[config.mk]
export PLATFORM = sky130hd
export DESIGN_NAME = cid_top
export DESIGN_NICKNAME = d
export VERILOG_FILES = /design/src/rtl/cid_pkg.sv /design/src/rtl/cid_eval_if.sv /design/src/rtl/cid_eval.sv /design/src/rtl/cid_top.sv
export VERILOG_INCLUDE_DIRS = /design/src /design/src/rtl
export SDC_FILE = /design/constraint.sdc
export NUM_CORES = 2
export LEC_CHECK = 0
export ABC_AREA = 1
export BUFFER_PORTS_ARGS = -buffer_cell sky130_fd_sc_hd__buf_2
export CORE_MARGIN = 2
export CORE_UTILIZATION = 49
export DETAILED_ROUTE_END_ITERATION = 7
export PLACE_DENSITY = 0.75
export SLEW_MARGIN = 40
export SYNTH_ARGS = -nofsm -noshare
export SYNTH_HDL_FRONTEND = slang
export SYNTH_SLANG_ARGS = --single-unit
[constraint.sdc]
create_clock -name REF_CLK_I -period 25.3 [get_ports REF_CLK_I]
set_clock_uncertainty 0.15 [all_clocks]
set_input_delay 7.59 -clock REF_CLK_I [delete_from_list [all_inputs] [get_ports REF_CLK_I]]
set_output_delay 7.59 -clock REF_CLK_I [all_outputs]
set_load 0.03 [all_outputs]
[src/rtl/cid_defs.svh]
// Constants of the current-input channel diagnostics block.
// Assumes inclusion by bare name from the package and the modules.
`ifndef CID_DEFS_SVH
`define CID_DEFS_SVH
`define CID_NCH         8
// Register byte offsets and address windows
`define CID_OFS_DIAG    8'h00
`define CID_OFS_STATUS  8'h04
`define CID_WIN_MEAS    3'h1
`define CID_WIN_CFG     3'h2
`define CID_WIN_LIM     3'h3
// Configuration and status field positions
`define CID_CFG_UPEN    8
`define CID_CFG_LOEN    9
`define CID_CFG_LBEN    10
`define CID_STAT_FLT    8
// Range settings, reset values and data codes
`define CID_RANGE_ZERO  8'h46
`define CID_RANGE_4MA   8'h47
`define CID_UPPER_RST   16'hffff
`define CID_LOWER_RST   16'h0000
`define CID_CODE_ZERO   16'h0000
`define CID_CODE_FULL   16'hffff
// Diagnosis record bytes
`define CID_REC_HEAD    8'h80
`define CID_REC_INPUT   8'h40
`define CID_FC_RECOVER  8'ha0
`define CID_FC_UNDER    8'ha2
`define CID_FC_OVER     8'ha3
`define CID_FC_LINE     8'ha6
`define CID_FC_UPPER    8'ha7
`define CID_FC_LOWER    8'ha8
// Converter codes on the zero-based scale, then the 4 mA rescale factor and its shift
`define CID_RAW_OPEN    18'h1ffff
`define CID_RAW_20MA    17'hf8c8
`define CID_RAW_4MA     17'h031c2
`define CID_SCALE_4MA   17'h13dc4
`define CID_SCALE_SH    16
`endif

[src/rtl/cid_pkg.sv]
// Types shared by the diagnostics modules.
// Assumes cid_defs.svh is on the include path.
`include "cid_defs.svh"
package cid_pkg;
    typedef enum logic [2:0] {
        ST_NORMAL, ST_LINE, ST_OVER, ST_UNDER, ST_UPPER, ST_LOWER
    } cid_state_t;

    // Fault byte reported when a channel enters a state
    function automatic logic [7:0] cid_code(input cid_state_t s);
        unique case (s)
            ST_LINE:  return `CID_FC_LINE;
            ST_OVER:  return `CID_FC_OVER;
            ST_UNDER: return `CID_FC_UNDER;
            ST_UPPER: return `CID_FC_UPPER;
            ST_LOWER: return `CID_FC_LOWER;
            default:  return `CID_FC_RECOVER;
        endcase
    endfunction
endpackage

[src/rtl/cid_eval_if.sv]
// Carrier between the top module and the channel evaluator.
// Assumes cid_pkg is compiled first.
`timescale 1ns/1ps
`default_nettype none
interface cid_eval_if;
    import cid_pkg::*;
    logic [17:0]  raw;
    logic         range4;
    logic         en_up;
    logic         en_lo;
    logic         en_line;
    logic [15:0]  upper;
    logic [15:0]  lower;
    logic [15:0]  meas;
    cid_state_t   state;
    modport eval (input raw, range4, en_up, en_lo, en_line, upper, lower,
                  output meas, state);
    modport host (output raw, range4, en_up, en_lo, en_line, upper, lower,
                  input meas, state);
endinterface
`default_nettype wire

[src/rtl/cid_eval.sv]
// Combinational evaluation of one converter sample.
// Assumes a signed 18-bit zero-based code; positive full scale = open input.
`timescale 1ns/1ps
`default_nettype none
`include "cid_defs.svh"
module cid_eval
    import cid_pkg::*;
(
    cid_eval_if.eval e
);
    wire        neg     = e.raw[17];
    wire [16:0] mag     = e.raw[16:0];
    wire        open_in = (e.raw == `CID_RAW_OPEN);
    wire        is_line = e.en_line & (neg | open_in);
    wire        is_over = ~neg & (mag > `CID_RAW_20MA);
    wire        below4  = neg | (mag < `CID_RAW_4MA);
    wire        is_undr = e.range4 & ~neg & (mag < `CID_RAW_4MA);

    // Rescale to the 4 mA span; fixed-point ratio trades a code of error
    wire [16:0] off4    = mag - `CID_RAW_4MA;
    wire [33:0] prod    = {17'h0, off4} * {17'h0, `CID_SCALE_4MA};
    wire [17:0] scaled  = prod[33:`CID_SCALE_SH];
    wire [15:0] meas4   = below4 ? `CID_CODE_ZERO :
                          (|scaled[17:16]) ? `CID_CODE_FULL : scaled[15:0];
    wire [15:0] meas0   = neg ? `CID_CODE_ZERO :
                          mag[16] ? `CID_CODE_FULL : mag[15:0];
    wire [15:0] meas_r  = e.range4 ? meas4 : meas0;
    assign e.meas = is_line ? `CID_CODE_ZERO : meas_r;

    wire        is_up   = e.en_up & (e.meas > e.upper);
    wire        is_lo   = e.en_lo & (e.meas < e.lower);

    assign e.state = is_line ? ST_LINE  :
                     is_over ? ST_OVER  :
                     is_undr ? ST_UNDER :
                     is_up   ? ST_UPPER :
                     is_lo   ? ST_LOWER : ST_NORMAL;
endmodule
`default_nettype wire

[src/rtl/cid_top.sv]
// Eight-channel current-input diagnostics with an APB register slave.
// Assumes converter samples arrive one channel at a time, synchronous.
// A sample is a signed 18-bit code on the zero-based scale; an open
// input drives the converter to positive full scale.
// Software reads the diagnosis word until it reads zero to drain records.
//
// What this block does
// - Over range reported once on entry, one recovery on return.
// - Data follows current, saturates at full scale, zero below minimum.
// - Above 20 mA in either range, report over range code.
// - In 4 mA range, 0 up to below 4 mA gives under range and zero data.
// - Zero-based range never reports under range; negative is line broken.
// - Return to normal after any fault reports the recovery code.
// - Between 20 mA and full scale, data keeps the proportional code.
// - Distinct codes for exceeding upper and falling below lower limit.
// - Over-limit means code strictly above upper or strictly below lower.
// - Over-limit does not clamp the measured data.
// - Over-limit reported once on entry, one recovery on return.
// - Over-limit alarming has per-channel enables, cleared at reset.
// - Over range and over-limit together report only over range.
// - Limits are 16-bit; upper 1 to 65535, lower 0 to 65534.
// - Line broken reports its code and forces data to zero.
// - Line broken when the converter input sits at maximum.
// - Open or reverse-current input counts as line broken.
// - Line-broken alarming has a per-channel enable, off at reset.
// - Line broken reported once, one recovery when restored.
// - Record is header, input/channel byte, fault byte.
// - Range setting 70 selects zero-based, 71 the 4 mA span.
`timescale 1ns/1ps
`default_nettype none
`include "cid_defs.svh"
module cid_top
    import cid_pkg::*;
#(
    parameter int NCH = `CID_NCH
)
(
    input  wire logic                   REF_CLK_I,
    input  wire logic                   RST_I,
    input  wire logic                   PSEL_I,
    input  wire logic                   PENABLE_I,
    input  wire logic                   PWRITE_I,
    input  wire logic [7:0]             PADDR_I,
    input  wire logic [31:0]            PWDATA_I,
    output logic      [31:0]            PRDATA_O,
    output logic                        PREADY_O,
    output logic                        PSLVERR_O,
    input  wire logic                   ADC_VALID_I,
    input  wire logic [$clog2(NCH)-1:0] ADC_CH_I,
    input  wire logic [17:0]            ADC_CODE_I,
    output logic                        DIAG_PEND_O
);
    localparam int CHW = $clog2(NCH);

    ////////////////////////////////////////////////////////////////////
    // State
    ////////////////////////////////////////////////////////////////////
    // Per-channel configuration
    logic [7:0]      range_ff [NCH];
    logic [NCH-1:0]  upen_ff;
    logic [NCH-1:0]  loen_ff;
    logic [NCH-1:0]  lben_ff;
    logic [15:0]     upper_ff [NCH];
    logic [15:0]     lower_ff [NCH];

    // Per-channel results and reporting state
    logic [15:0]     meas_ff  [NCH];
    cid_state_t      last_ff  [NCH];
    logic [7:0]      code_ff  [NCH];
    logic [NCH-1:0]  pend_ff;
    logic [NCH-1:0]  nxt_pend;

    // Bus side
    logic            pready_ff;
    logic            perr_ff;
    logic [31:0]     prdata_ff;
    logic            pop_vld_ff;
    logic [CHW-1:0]  pop_ch_ff;
    logic            diag_pend_ff;

    ////////////////////////////////////////////////////////////////////
    // Sample evaluation
    ////////////////////////////////////////////////////////////////////
    // One shared evaluator: samples come one channel at a time, so eight
    // copies would only add area and compare logic.
    cid_eval_if ev ();

    // The evaluator sees the settings of the sampled channel, so a config
    // write applies from the next sample on; a record already pending
    // takes the fault byte of any later change on its channel.
    wire [CHW-1:0] sch = ADC_CH_I;

    assign ev.range4  = (range_ff[sch] == `CID_RANGE_4MA);
    assign ev.raw     = ADC_CODE_I;
    assign ev.en_up   = upen_ff[sch];
    assign ev.en_lo   = loen_ff[sch];
    assign ev.en_line = lben_ff[sch];
    assign ev.upper   = upper_ff[sch];
    assign ev.lower   = lower_ff[sch];

    cid_eval u_eval (
        .e (ev.eval)
    );

    wire chg = ADC_VALID_I & (ev.state != last_ff[sch]);

    // Measured data and last reported state per channel
    always_ff @(posedge REF_CLK_I)
    begin
        if (RST_I)
        begin
            for (int i = 0; i < NCH; i++)
            begin
                meas_ff[i] <= `CID_CODE_ZERO;
                last_ff[i] <= ST_NORMAL;
                // Never shown: nothing is pending after reset
                code_ff[i] <= `CID_FC_RECOVER;
            end
        end
        else if (ADC_VALID_I)
        begin
            meas_ff[sch] <= ev.meas;
            if (chg)
            begin
                last_ff[sch] <= ev.state;
                code_ff[sch] <= cid_code(ev.state);
            end
        end
    end

    ////////////////////////////////////////////////////////////////////
    // APB decode
    ////////////////////////////////////////////////////////////////////
    // Register map, byte addresses, one aligned 32-bit word each:
    //   0x00       diagnosis record, read only; a read pops what it shows
    //   0x04       status, read only: [7:0] pending, [15:8] in fault
    //   0x20+4*ch  measured data of a channel, read only, [15:0]
    //   0x40+4*ch  config: [7:0] range, [8] upper alarm enable,
    //              [9] lower alarm enable, [10] line-broken enable
    //   0x60+4*ch  limits: [31:16] upper, [15:0] lower
    // Address bits [7:5] pick the window and [4:2] the channel.
    // Refused with an error and no effect: unmapped or unaligned words,
    // channels at or past NCH, and any write to a read-only word.
    // A limit field outside its span (upper 0, lower 0xffff) keeps its old
    // value without an error, so one write can still move the other field.
    // Software drains records by reading 0x00 until it reads zero; the
    // status word shows the same pending bits without popping any.

    wire [2:0]     win     = PADDR_I[7:5];
    wire [CHW-1:0] ach     = PADDR_I[2 +: CHW];
    wire           ch_ok   = (PADDR_I[1:0] == 2'h0) && (int'(PADDR_I[4:2]) < NCH);
    wire           hit_dg  = (PADDR_I == `CID_OFS_DIAG);
    wire           hit_st  = (PADDR_I == `CID_OFS_STATUS);
    wire           hit_ms  = ch_ok & (win == `CID_WIN_MEAS);
    wire           hit_cf  = ch_ok & (win == `CID_WIN_CFG);
    wire           hit_lm  = ch_ok & (win == `CID_WIN_LIM);
    // Read-only and writable windows
    wire           hit_ro  = hit_dg | hit_st | hit_ms;
    wire           hit_rw  = hit_cf | hit_lm;
    // Writes to read-only words are refused as errors too
    wire           bad     = ~(hit_ro | hit_rw) | (PWRITE_I & hit_ro);
    wire           setup   = PSEL_I & ~PENABLE_I;
    wire           fire    = PSEL_I & PENABLE_I & pready_ff;
    wire           wr_ok   = fire & PWRITE_I & ~perr_ff;
    wire           wr_cf   = wr_ok & hit_cf;
    wire           wr_lm   = wr_ok & hit_lm;

    // Lowest pending channel offered to the next diagnosis read
    // Fixed priority; each read pops one record, so no channel waits long
    logic           first_vld;
    logic [CHW-1:0] first_ch;
    always_comb
    begin
        first_vld = 1'b0;
        first_ch  = '0;
        for (int i = NCH - 1; i >= 0; i--)
        begin
            if (pend_ff[i])
            begin
                first_vld = 1'b1;
                first_ch  = CHW'(i);
            end
        end
    end

    wire [7:0]  rec_chan = `CID_REC_INPUT | 8'(first_ch);
    wire [31:0] diag_wd  = first_vld ?
                           {8'h0, `CID_REC_HEAD, rec_chan, code_ff[first_ch]} : 32'h0;

    // Status: pending records and channels currently in fault
    logic [31:0] stat_wd;
    always_comb
    begin
        stat_wd = 32'h0;
        for (int i = 0; i < NCH; i++)
        begin
            stat_wd[i]                 = pend_ff[i];
            stat_wd[`CID_STAT_FLT + i] = (last_ff[i] != ST_NORMAL);
        end
    end

    wire [31:0] cfg_wd = {21'h0, lben_ff[ach], loen_ff[ach], upen_ff[ach], range_ff[ach]};
    wire [31:0] lim_wd = {upper_ff[ach], lower_ff[ach]};
    wire [31:0] rd_val = hit_dg ? diag_wd :
                         hit_st ? stat_wd :
                         hit_ms ? {16'h0, meas_ff[ach]} :
                         hit_cf ? cfg_wd :
                         hit_lm ? lim_wd : 32'h0;

    ////////////////////////////////////////////////////////////////////
    // APB handshake: no wait state, read data latched in setup
    ////////////////////////////////////////////////////////////////////
    // The setup edge decodes the address and latches the answer; ready,
    // read data and error then stand for the one access cycle. A write
    // lands at the edge that ends the access cycle. Answering from flops
    // keeps the decode off the pin path at the cost of a fixed answer time.
    always_ff @(posedge REF_CLK_I)
    begin
        if (RST_I)
        begin
            pready_ff  <= 1'b0;
            perr_ff    <= 1'b0;
            prdata_ff  <= 32'h0;
            pop_vld_ff <= 1'b0;
            pop_ch_ff  <= '0;
        end
        else
        begin
            pready_ff <= setup;
            // Error rises only with ready, so the pin comes straight from it
            perr_ff   <= setup & bad;
            if (setup)
            begin
                prdata_ff  <= (PWRITE_I | bad) ? 32'h0 : rd_val;
                pop_vld_ff <= ~PWRITE_I & hit_dg & first_vld;
                pop_ch_ff  <= first_ch;
            end
            else if (fire)
            begin
                pop_vld_ff <= 1'b0;
            end
        end
    end

    ////////////////////////////////////////////////////////////////////
    // Configuration registers
    ////////////////////////////////////////////////////////////////////
    always_ff @(posedge REF_CLK_I)
    begin
        if (RST_I)
        begin
            upen_ff <= '0;
            loen_ff <= '0;
            lben_ff <= '0;
            for (int i = 0; i < NCH; i++)
            begin
                range_ff[i] <= `CID_RANGE_ZERO;
                upper_ff[i] <= `CID_UPPER_RST;
                lower_ff[i] <= `CID_LOWER_RST;
            end
        end
        else
        begin
            // range byte kept as written; only 71 selects the 4 mA span
            if (wr_cf)
            begin
                range_ff[ach] <= PWDATA_I[7:0];
                upen_ff[ach]  <= PWDATA_I[`CID_CFG_UPEN];
                loen_ff[ach]  <= PWDATA_I[`CID_CFG_LOEN];
                lben_ff[ach]  <= PWDATA_I[`CID_CFG_LBEN];
            end
            // Upper above lower is software's duty and is not checked here
            // out-of-range limit ignored
            if (wr_lm && PWDATA_I[31:16] != 16'h0)
            begin
                upper_ff[ach] <= PWDATA_I[31:16];
            end
            if (wr_lm && PWDATA_I[15:0] != 16'hffff)
            begin
                lower_ff[ach] <= PWDATA_I[15:0];
            end
        end
    end

    ////////////////////////////////////////////////////////////////////
    // Pending records
    ////////////////////////////////////////////////////////////////////
    // A channel stays pending until its record is read; a later transition
    // on the same channel before the read overwrites the fault byte, so
    // software sees the newest state, except for a change at the read's setup edge, whose byte the read pops unseen.
    wire pop = fire & pop_vld_ff;

    // new change sets pending; a set in the pop cycle wins
    always_comb
    begin
        nxt_pend = pend_ff;
        for (int i = 0; i < NCH; i++)
        begin
            if (pop && pop_ch_ff == CHW'(i))
            begin
                nxt_pend[i] = 1'b0;
            end
            if (chg && sch == CHW'(i))
            begin
                nxt_pend[i] = 1'b1;
            end
        end
    end

    // Pending bits and their summary flop share one next value, so the
    // pin never lags the bits and needs no gate after the flop.
    // pending kept until popped
    always_ff @(posedge REF_CLK_I)
    begin
        if (RST_I)
        begin
            pend_ff      <= '0;
            diag_pend_ff <= 1'b0;
        end
        else
        begin
            pend_ff      <= nxt_pend;
            diag_pend_ff <= |nxt_pend;
        end
    end

    ////////////////////////////////////////////////////////////////////
    // Outputs
    ////////////////////////////////////////////////////////////////////
    // All pins are flop outputs; error is only ever high with ready
    assign PRDATA_O    = prdata_ff;
    assign PREADY_O    = pready_ff;
    assign PSLVERR_O   = perr_ff;
    assign DIAG_PEND_O = diag_pend_ff;
endmodule
`default_nettype wire

# == Word level (Yosys, flattened, before mapping) ==
# Memories as Yosys holds them, arrays and structs flattened.
# Index checks and enable logic that the tools add are counted.
# totals
in_bits,67
memories,6
mem_bits_rw,536
out_inout_bits,35
wordCells,237
regBits,71
# classes
eq_ne,27
n_mul,1
bitwise_logic,35
mux,109
n_reduce_logical,41
add_sub_neg,1
magnitude_cmp,7
# mem_list
memory,depth,word_bits,read_ports,rd_clocked_by_memory_dff,wr,line,text
lower_ff,8,16,2,0,8,cid_top.sv:64,logic [15:0] lower_ff [NCH];
meas_ff,8,16,1,0,8,cid_top.sv:67,logic [15:0] meas_ff [NCH];
upper_ff,8,16,2,0,8,cid_top.sv:63,logic [15:0] upper_ff [NCH];
code_ff,8,8,1,0,8,cid_top.sv:69,logic [7:0] code_ff [NCH];
range_ff,8,8,2,0,8,cid_top.sv:59,logic [7:0] range_ff [NCH];
last_ff,8,3,9,0,8,cid_top.sv:68,cid_state_t last_ff [NCH];
# ops
cell,count
$mux W32,6
$mux W16,9
$mux W3,20
$mux W1,57
$reduce_or A16 Y1,3
$mux W8,5
$mul A17 B15 Y32 const B,1
$eq A3 B3 Y1 const B,10
$bwmux W8,3
$eq A3 B2 Y1 const B,8
$mux W24,1
$reduce_bool A3 Y1,8
$reduce_or A8 Y1,3
$and A1 B1 Y1,22
$pmux W4 S5,1
$logic_and A1 B1 Y1,19
$bmux W1 S3,6
$eq A18 B17 Y1 const B,1
$gt A17 B16 Y1 const B,1
$lt A17 B14 Y1 const B,1
$sub A17 B14 Y17 const B,1
$gt A16 B16 Y1,1
$lt A16 B16 Y1,1
$ne A16 B16 Y1 const B,1
other kinds (16),32

# == Longest topological paths before layout ==
# logic_depth
ltp_word,22
ltp_mapped,61
ltp_nobuf,61

# == Hierarchy ==
# From an unflattened synthesis, not the netlist that was laid out.
# hier_totals
hier_cells,3728
hier_area_um2,33980.1
# modules_own_cells
module,seq_area_each_um2,n_inst,cells_per_inst,area_per_inst_um2
cid_top,16555.9,1,2885,27433.8
cid_eval,0.0,1,843,6546.3

# == Worst setup path before layout ==
# Ideal clock, no wire load.
# synth_timing
path_type,input port to flip-flop
start,input port ADC_CODE_I[1]
end,memory code_ff[1][0] (data pin)
path_slack_ns,9.361
setup_ns,0.279
required_ns,24.871
t_arrival_ns,15.510
n_path_buf,0
stages,54
path_cell_list,inv_1 -> ha_1 -> nand2_1 -> nor2_1 -> nand2_1 -> nand2_1 -> xor2_1 -> inv_1 -> nor2_1 -> inv_1 -> nand2_1 -> fa_1 -> inv_1 -> fa_1 -> fa_1 -> inv_1 -> fa_1 -> inv_1 -> [18 not listed] -> nand3_1 -> inv_1 -> ha_1 -> nand2_1 -> nor4_1 -> nand3_1 -> nor2_1 -> a31oi_1 -> nand2_1 -> nand2_1 -> nand3_1 -> nand2_1 -> nor2_1 -> nand3_4 -> nand2_2 -> nor2_8 -> nand2_4 -> nor2_1
# synth_lines
element,line,text
from (decl),cid_top.sv:50,"input wire logic [17:0] ADC_CODE_I,"
to (decl),cid_top.sv:69,

==> reports/qor.yml <==
run_status:
  status: "complete, no violations"
power:
  combPwrFrac: 0.469
  p_switching_mw: 1.46
  p_int_mw: 2.13
  pwr-share-seq: 0.297
  irDropWorstVdd_uv: 167
  cellPowerDensity_nw_per_um2: 97.4
  switching_share: 0.407
  clockPowerShare: 0.233
  cellLeakagePower_nw: 14.9
setup_path:
  ff2ff_path_depth: 26
  critPathBufInv: 8
  crit_start: "ADC_CODE_I[1]"
  crit_cells: 51
  cpMostUsedCell: "nand2_1"
  max_stage_delay_ns: 0.62
  endpoint_kind: "register"
  r2r_slack_ns: 19.07
  start_kind: "input port"
  cp.required_ns: 25.52
  r2r-start: "range_ff[7][3]"
  path_max_fanout: 9
  cpMaxStageDelayCell: "xor2_1"
  path_class: "in -> reg"
  crit_family: "simple AND/OR/NAND/NOR gates"
  cp-endpoint: "code_ff[5][1]"
  rr_endpoint: "code_ff[5][1]"
  arrival_ns: 17.98
logic_synthesis:
  synth.most_common_cell: "nand2_1"
  synth_edf_count: 504
  synth.cell_area_um2: 33700
  yosys.area.top_type: "edfxtp_1"
  yosysSeqAreaShare: 0.492
  synth_commonest_cells: "nand2_1 (644), nor2_1 (541), edfxtp_1 (504)"
  async_reset_ff_frac: 0
  synth-main-ff-cell: "edfxtp_1"
  synth_seq_cells: 575
  avgSynthCellArea_um2: 9.10
  mappedNetlistNets: 4011
  yosysUniqueCellTypes: 59
  yosys.area.top_type_share: 0.450
  synthTopCellsByArea: "edfxtp_1 (45%), nand2_1 (7.2%), nor2_1 (6.0%)"
  ys_warn_count: 0
  synthCells: 3698
hold_path:
  min_path_type: "reg -> reg"
placement:
  gp_congestion: 0.989
  portBuffers: 101
  place_area_um2: 35100
  dpl.hpwl_um: 73600
timing:
  finalHoldViolations: 0
  rsz0062_at_grt: "no"
  maxSlewHeadroom: 0.358
  fin_crit_sh: 0.702
  min_period_ns: 17.76
  slew_viol_final: 0
  max_freq_mhz: 56.3
  finalSetupTns_ns: 0
  final-setup-viol-count: 0
  worst_pin_slew_ns: 0.956
global_routing:
  grt-ovfl-total: 0
  grt_pass1_wl_um: 167000
  grt_usage: 0.314
  grt_max_degree: 70
  grt_pass1_vias: 28115
  antenna_found_initial: 0
floorplan:
  die_w_um: 266
  row_count: 96
  die_y_um: 266
  ios: 102
  core_area_um2: 68300
  start_util: 0.492
  die_area_um2: 70800
detailed_routing:
  maxUsedRoutingLayer: "met4"
  drt-initial-drc-count: 4123
  avgViaCountPerCell: 6.20
  wl_per_cell_um: 24.1
  wl_met2_um: 49700
  route.met3.wl_um: 15300
  vias: 28805
  met1_length_um: 39500
  dr.pass1.iters: 8
  ant_nets: 0
  wl_um: 112000
  post-route-drc-count: 0
clock_tree:
  clk_latency_ns: 0.67
  htreeDepth: 2
  cts_resized: 0
  ctsRootBufferMaster: "clkbuf_16"
  clock-sinks: 575
  cts_buffer_depth: 3
  clk_pin_slew_worst_paths_ns: 0.06
  cts_made_buffers: 59
  hold_buffers: 0
  cts_tree: "done"
  post_cts_buffers: 0
final_layout:
  fin_area_um2: 36900
  final_nets: 4026
  drive_above_1_share: 0.0808
  area_delta_synth_final_pct: 9.70
  n_fill_cell: 6088
job:
  maxCapViolations: 0
## metrics by stage
step / util / power, mW / cells / hold WS [ns] / setup slack, ns
2_1_floorplan: - / 2.31 / 3698 / 0.309 / 9.36
3_3_place_gp: 0.511 / 2.73 / 4533 / 0.301 / 7.33
3_5_place_dp: 0.513 / 2.74 / 4533 / 0.303 / 7.29
4_1_cts: 0.539 / 3.57 / 4642 / 0.314 / 7.93
5_1_grt: 0.540 / 3.87 / 4643 / 0.332 / 6.88
6_report: 0.540 / 3.60 / 4644 / 0.311 / 7.54
## final cells by class
cell class	instances	area, µm²	area share
antenna	1	2.50	0.0000678
inverter	443	1670	0.0451
sequential	575	16600	0.448
clock buffer	73	1530	0.0414
tap	882	1100	0.0299
clock inverter	36	273	0.00739
multi-input combinational	2484	14900	0.404
timing repair buffer	150	888	0.0241
## cell usage in the layout (no fill, tap or decap), drive strengths merged, types with 73 or more instances in the layout
master,Yosys,final
ha,154,154
o21ai,253,253
nand2,659,659
nand3,97,97
edfxtp,504,504
fa,92,92
buf,35,150
a21oi,258,258
clkbuf,161,73
inv,422,425
nor2,544,544
## tightest hold or removal path: stages (launching register included)
cell and delay, ns:
dfxtp_1 0.30, nand2_1 0.05, a21oi_1 0.06
## power groups by stage
stage	registers (mW)	clock network [mW]	logic (mW)
after floorplan	1.09	0	1.22
after global placement	1.09	0	1.65
after detailed placement	1.09	0	1.65
after CTS	1.07	0.833	1.67
after global routing	1.07	0.870	1.93
final	1.07	0.838	1.69
## per-layer routing
metal / global-route usage / vias up
li1: - / 12814
met1: 0.394 / 13430
met2: 0.489 / 2108
met3: 0.0836 / 453
met4: 0.184 / 0
met5: 0 / -
## state kept, by name (all words and copies together), names as in the netlist
register / flops
PSLVERR_O: 1
lower_ff: 128
upen_ff: 8
meas_ff: 128
pop_ch_ff: 3
pop_vld_ff: 1
DIAG_PEND_O: 1
last_ff: 24
upper_ff: 128
lben_ff: 8
range_ff: 64
PREADY_O: 1
code_ff: 32
loen_ff: 8
PRDATA_O: 32
pend_ff: 8
## cell families (layout without fill, tap and decap cells)
| group | Yosys count | after routing | share of synthesized area |
|---|---|---|---|
| fa+ha+maj | 246 | 246 | 0.112 |
| buf+inv | 639 | 702 | 0.0716 |
| simple gates | 1381 | 1381 | 0.166 |
| other cells | 0 | 1 | 0 |
| flops | 575 | 575 | 0.492 |
| compound gates | 835 | 835 | 0.153 |
| xor+xnor | 22 | 22 | 0.00573 |
## worst min-delay path by stage
stage / startpoint / end / slack (ns) / cells past startpoint
after floorplan: loen_ff[1] / loen_ff[1] / 0.31 / 2
after global placement: PRDATA_O[13] / PRDATA_O[13] / 0.30 / 2
after detailed placement: PRDATA_O[11] / PRDATA_O[11] / 0.30 / 2
after CTS: PRDATA_O[14] / PRDATA_O[14] / 0.31 / 2
after global routing: PRDATA_O[23] / PRDATA_O[23] / 0.33 / 2
final: PRDATA_O[14] / PRDATA_O[14] / 0.31 / 2
No activity file was read; power rests on OpenSTA's default activity.
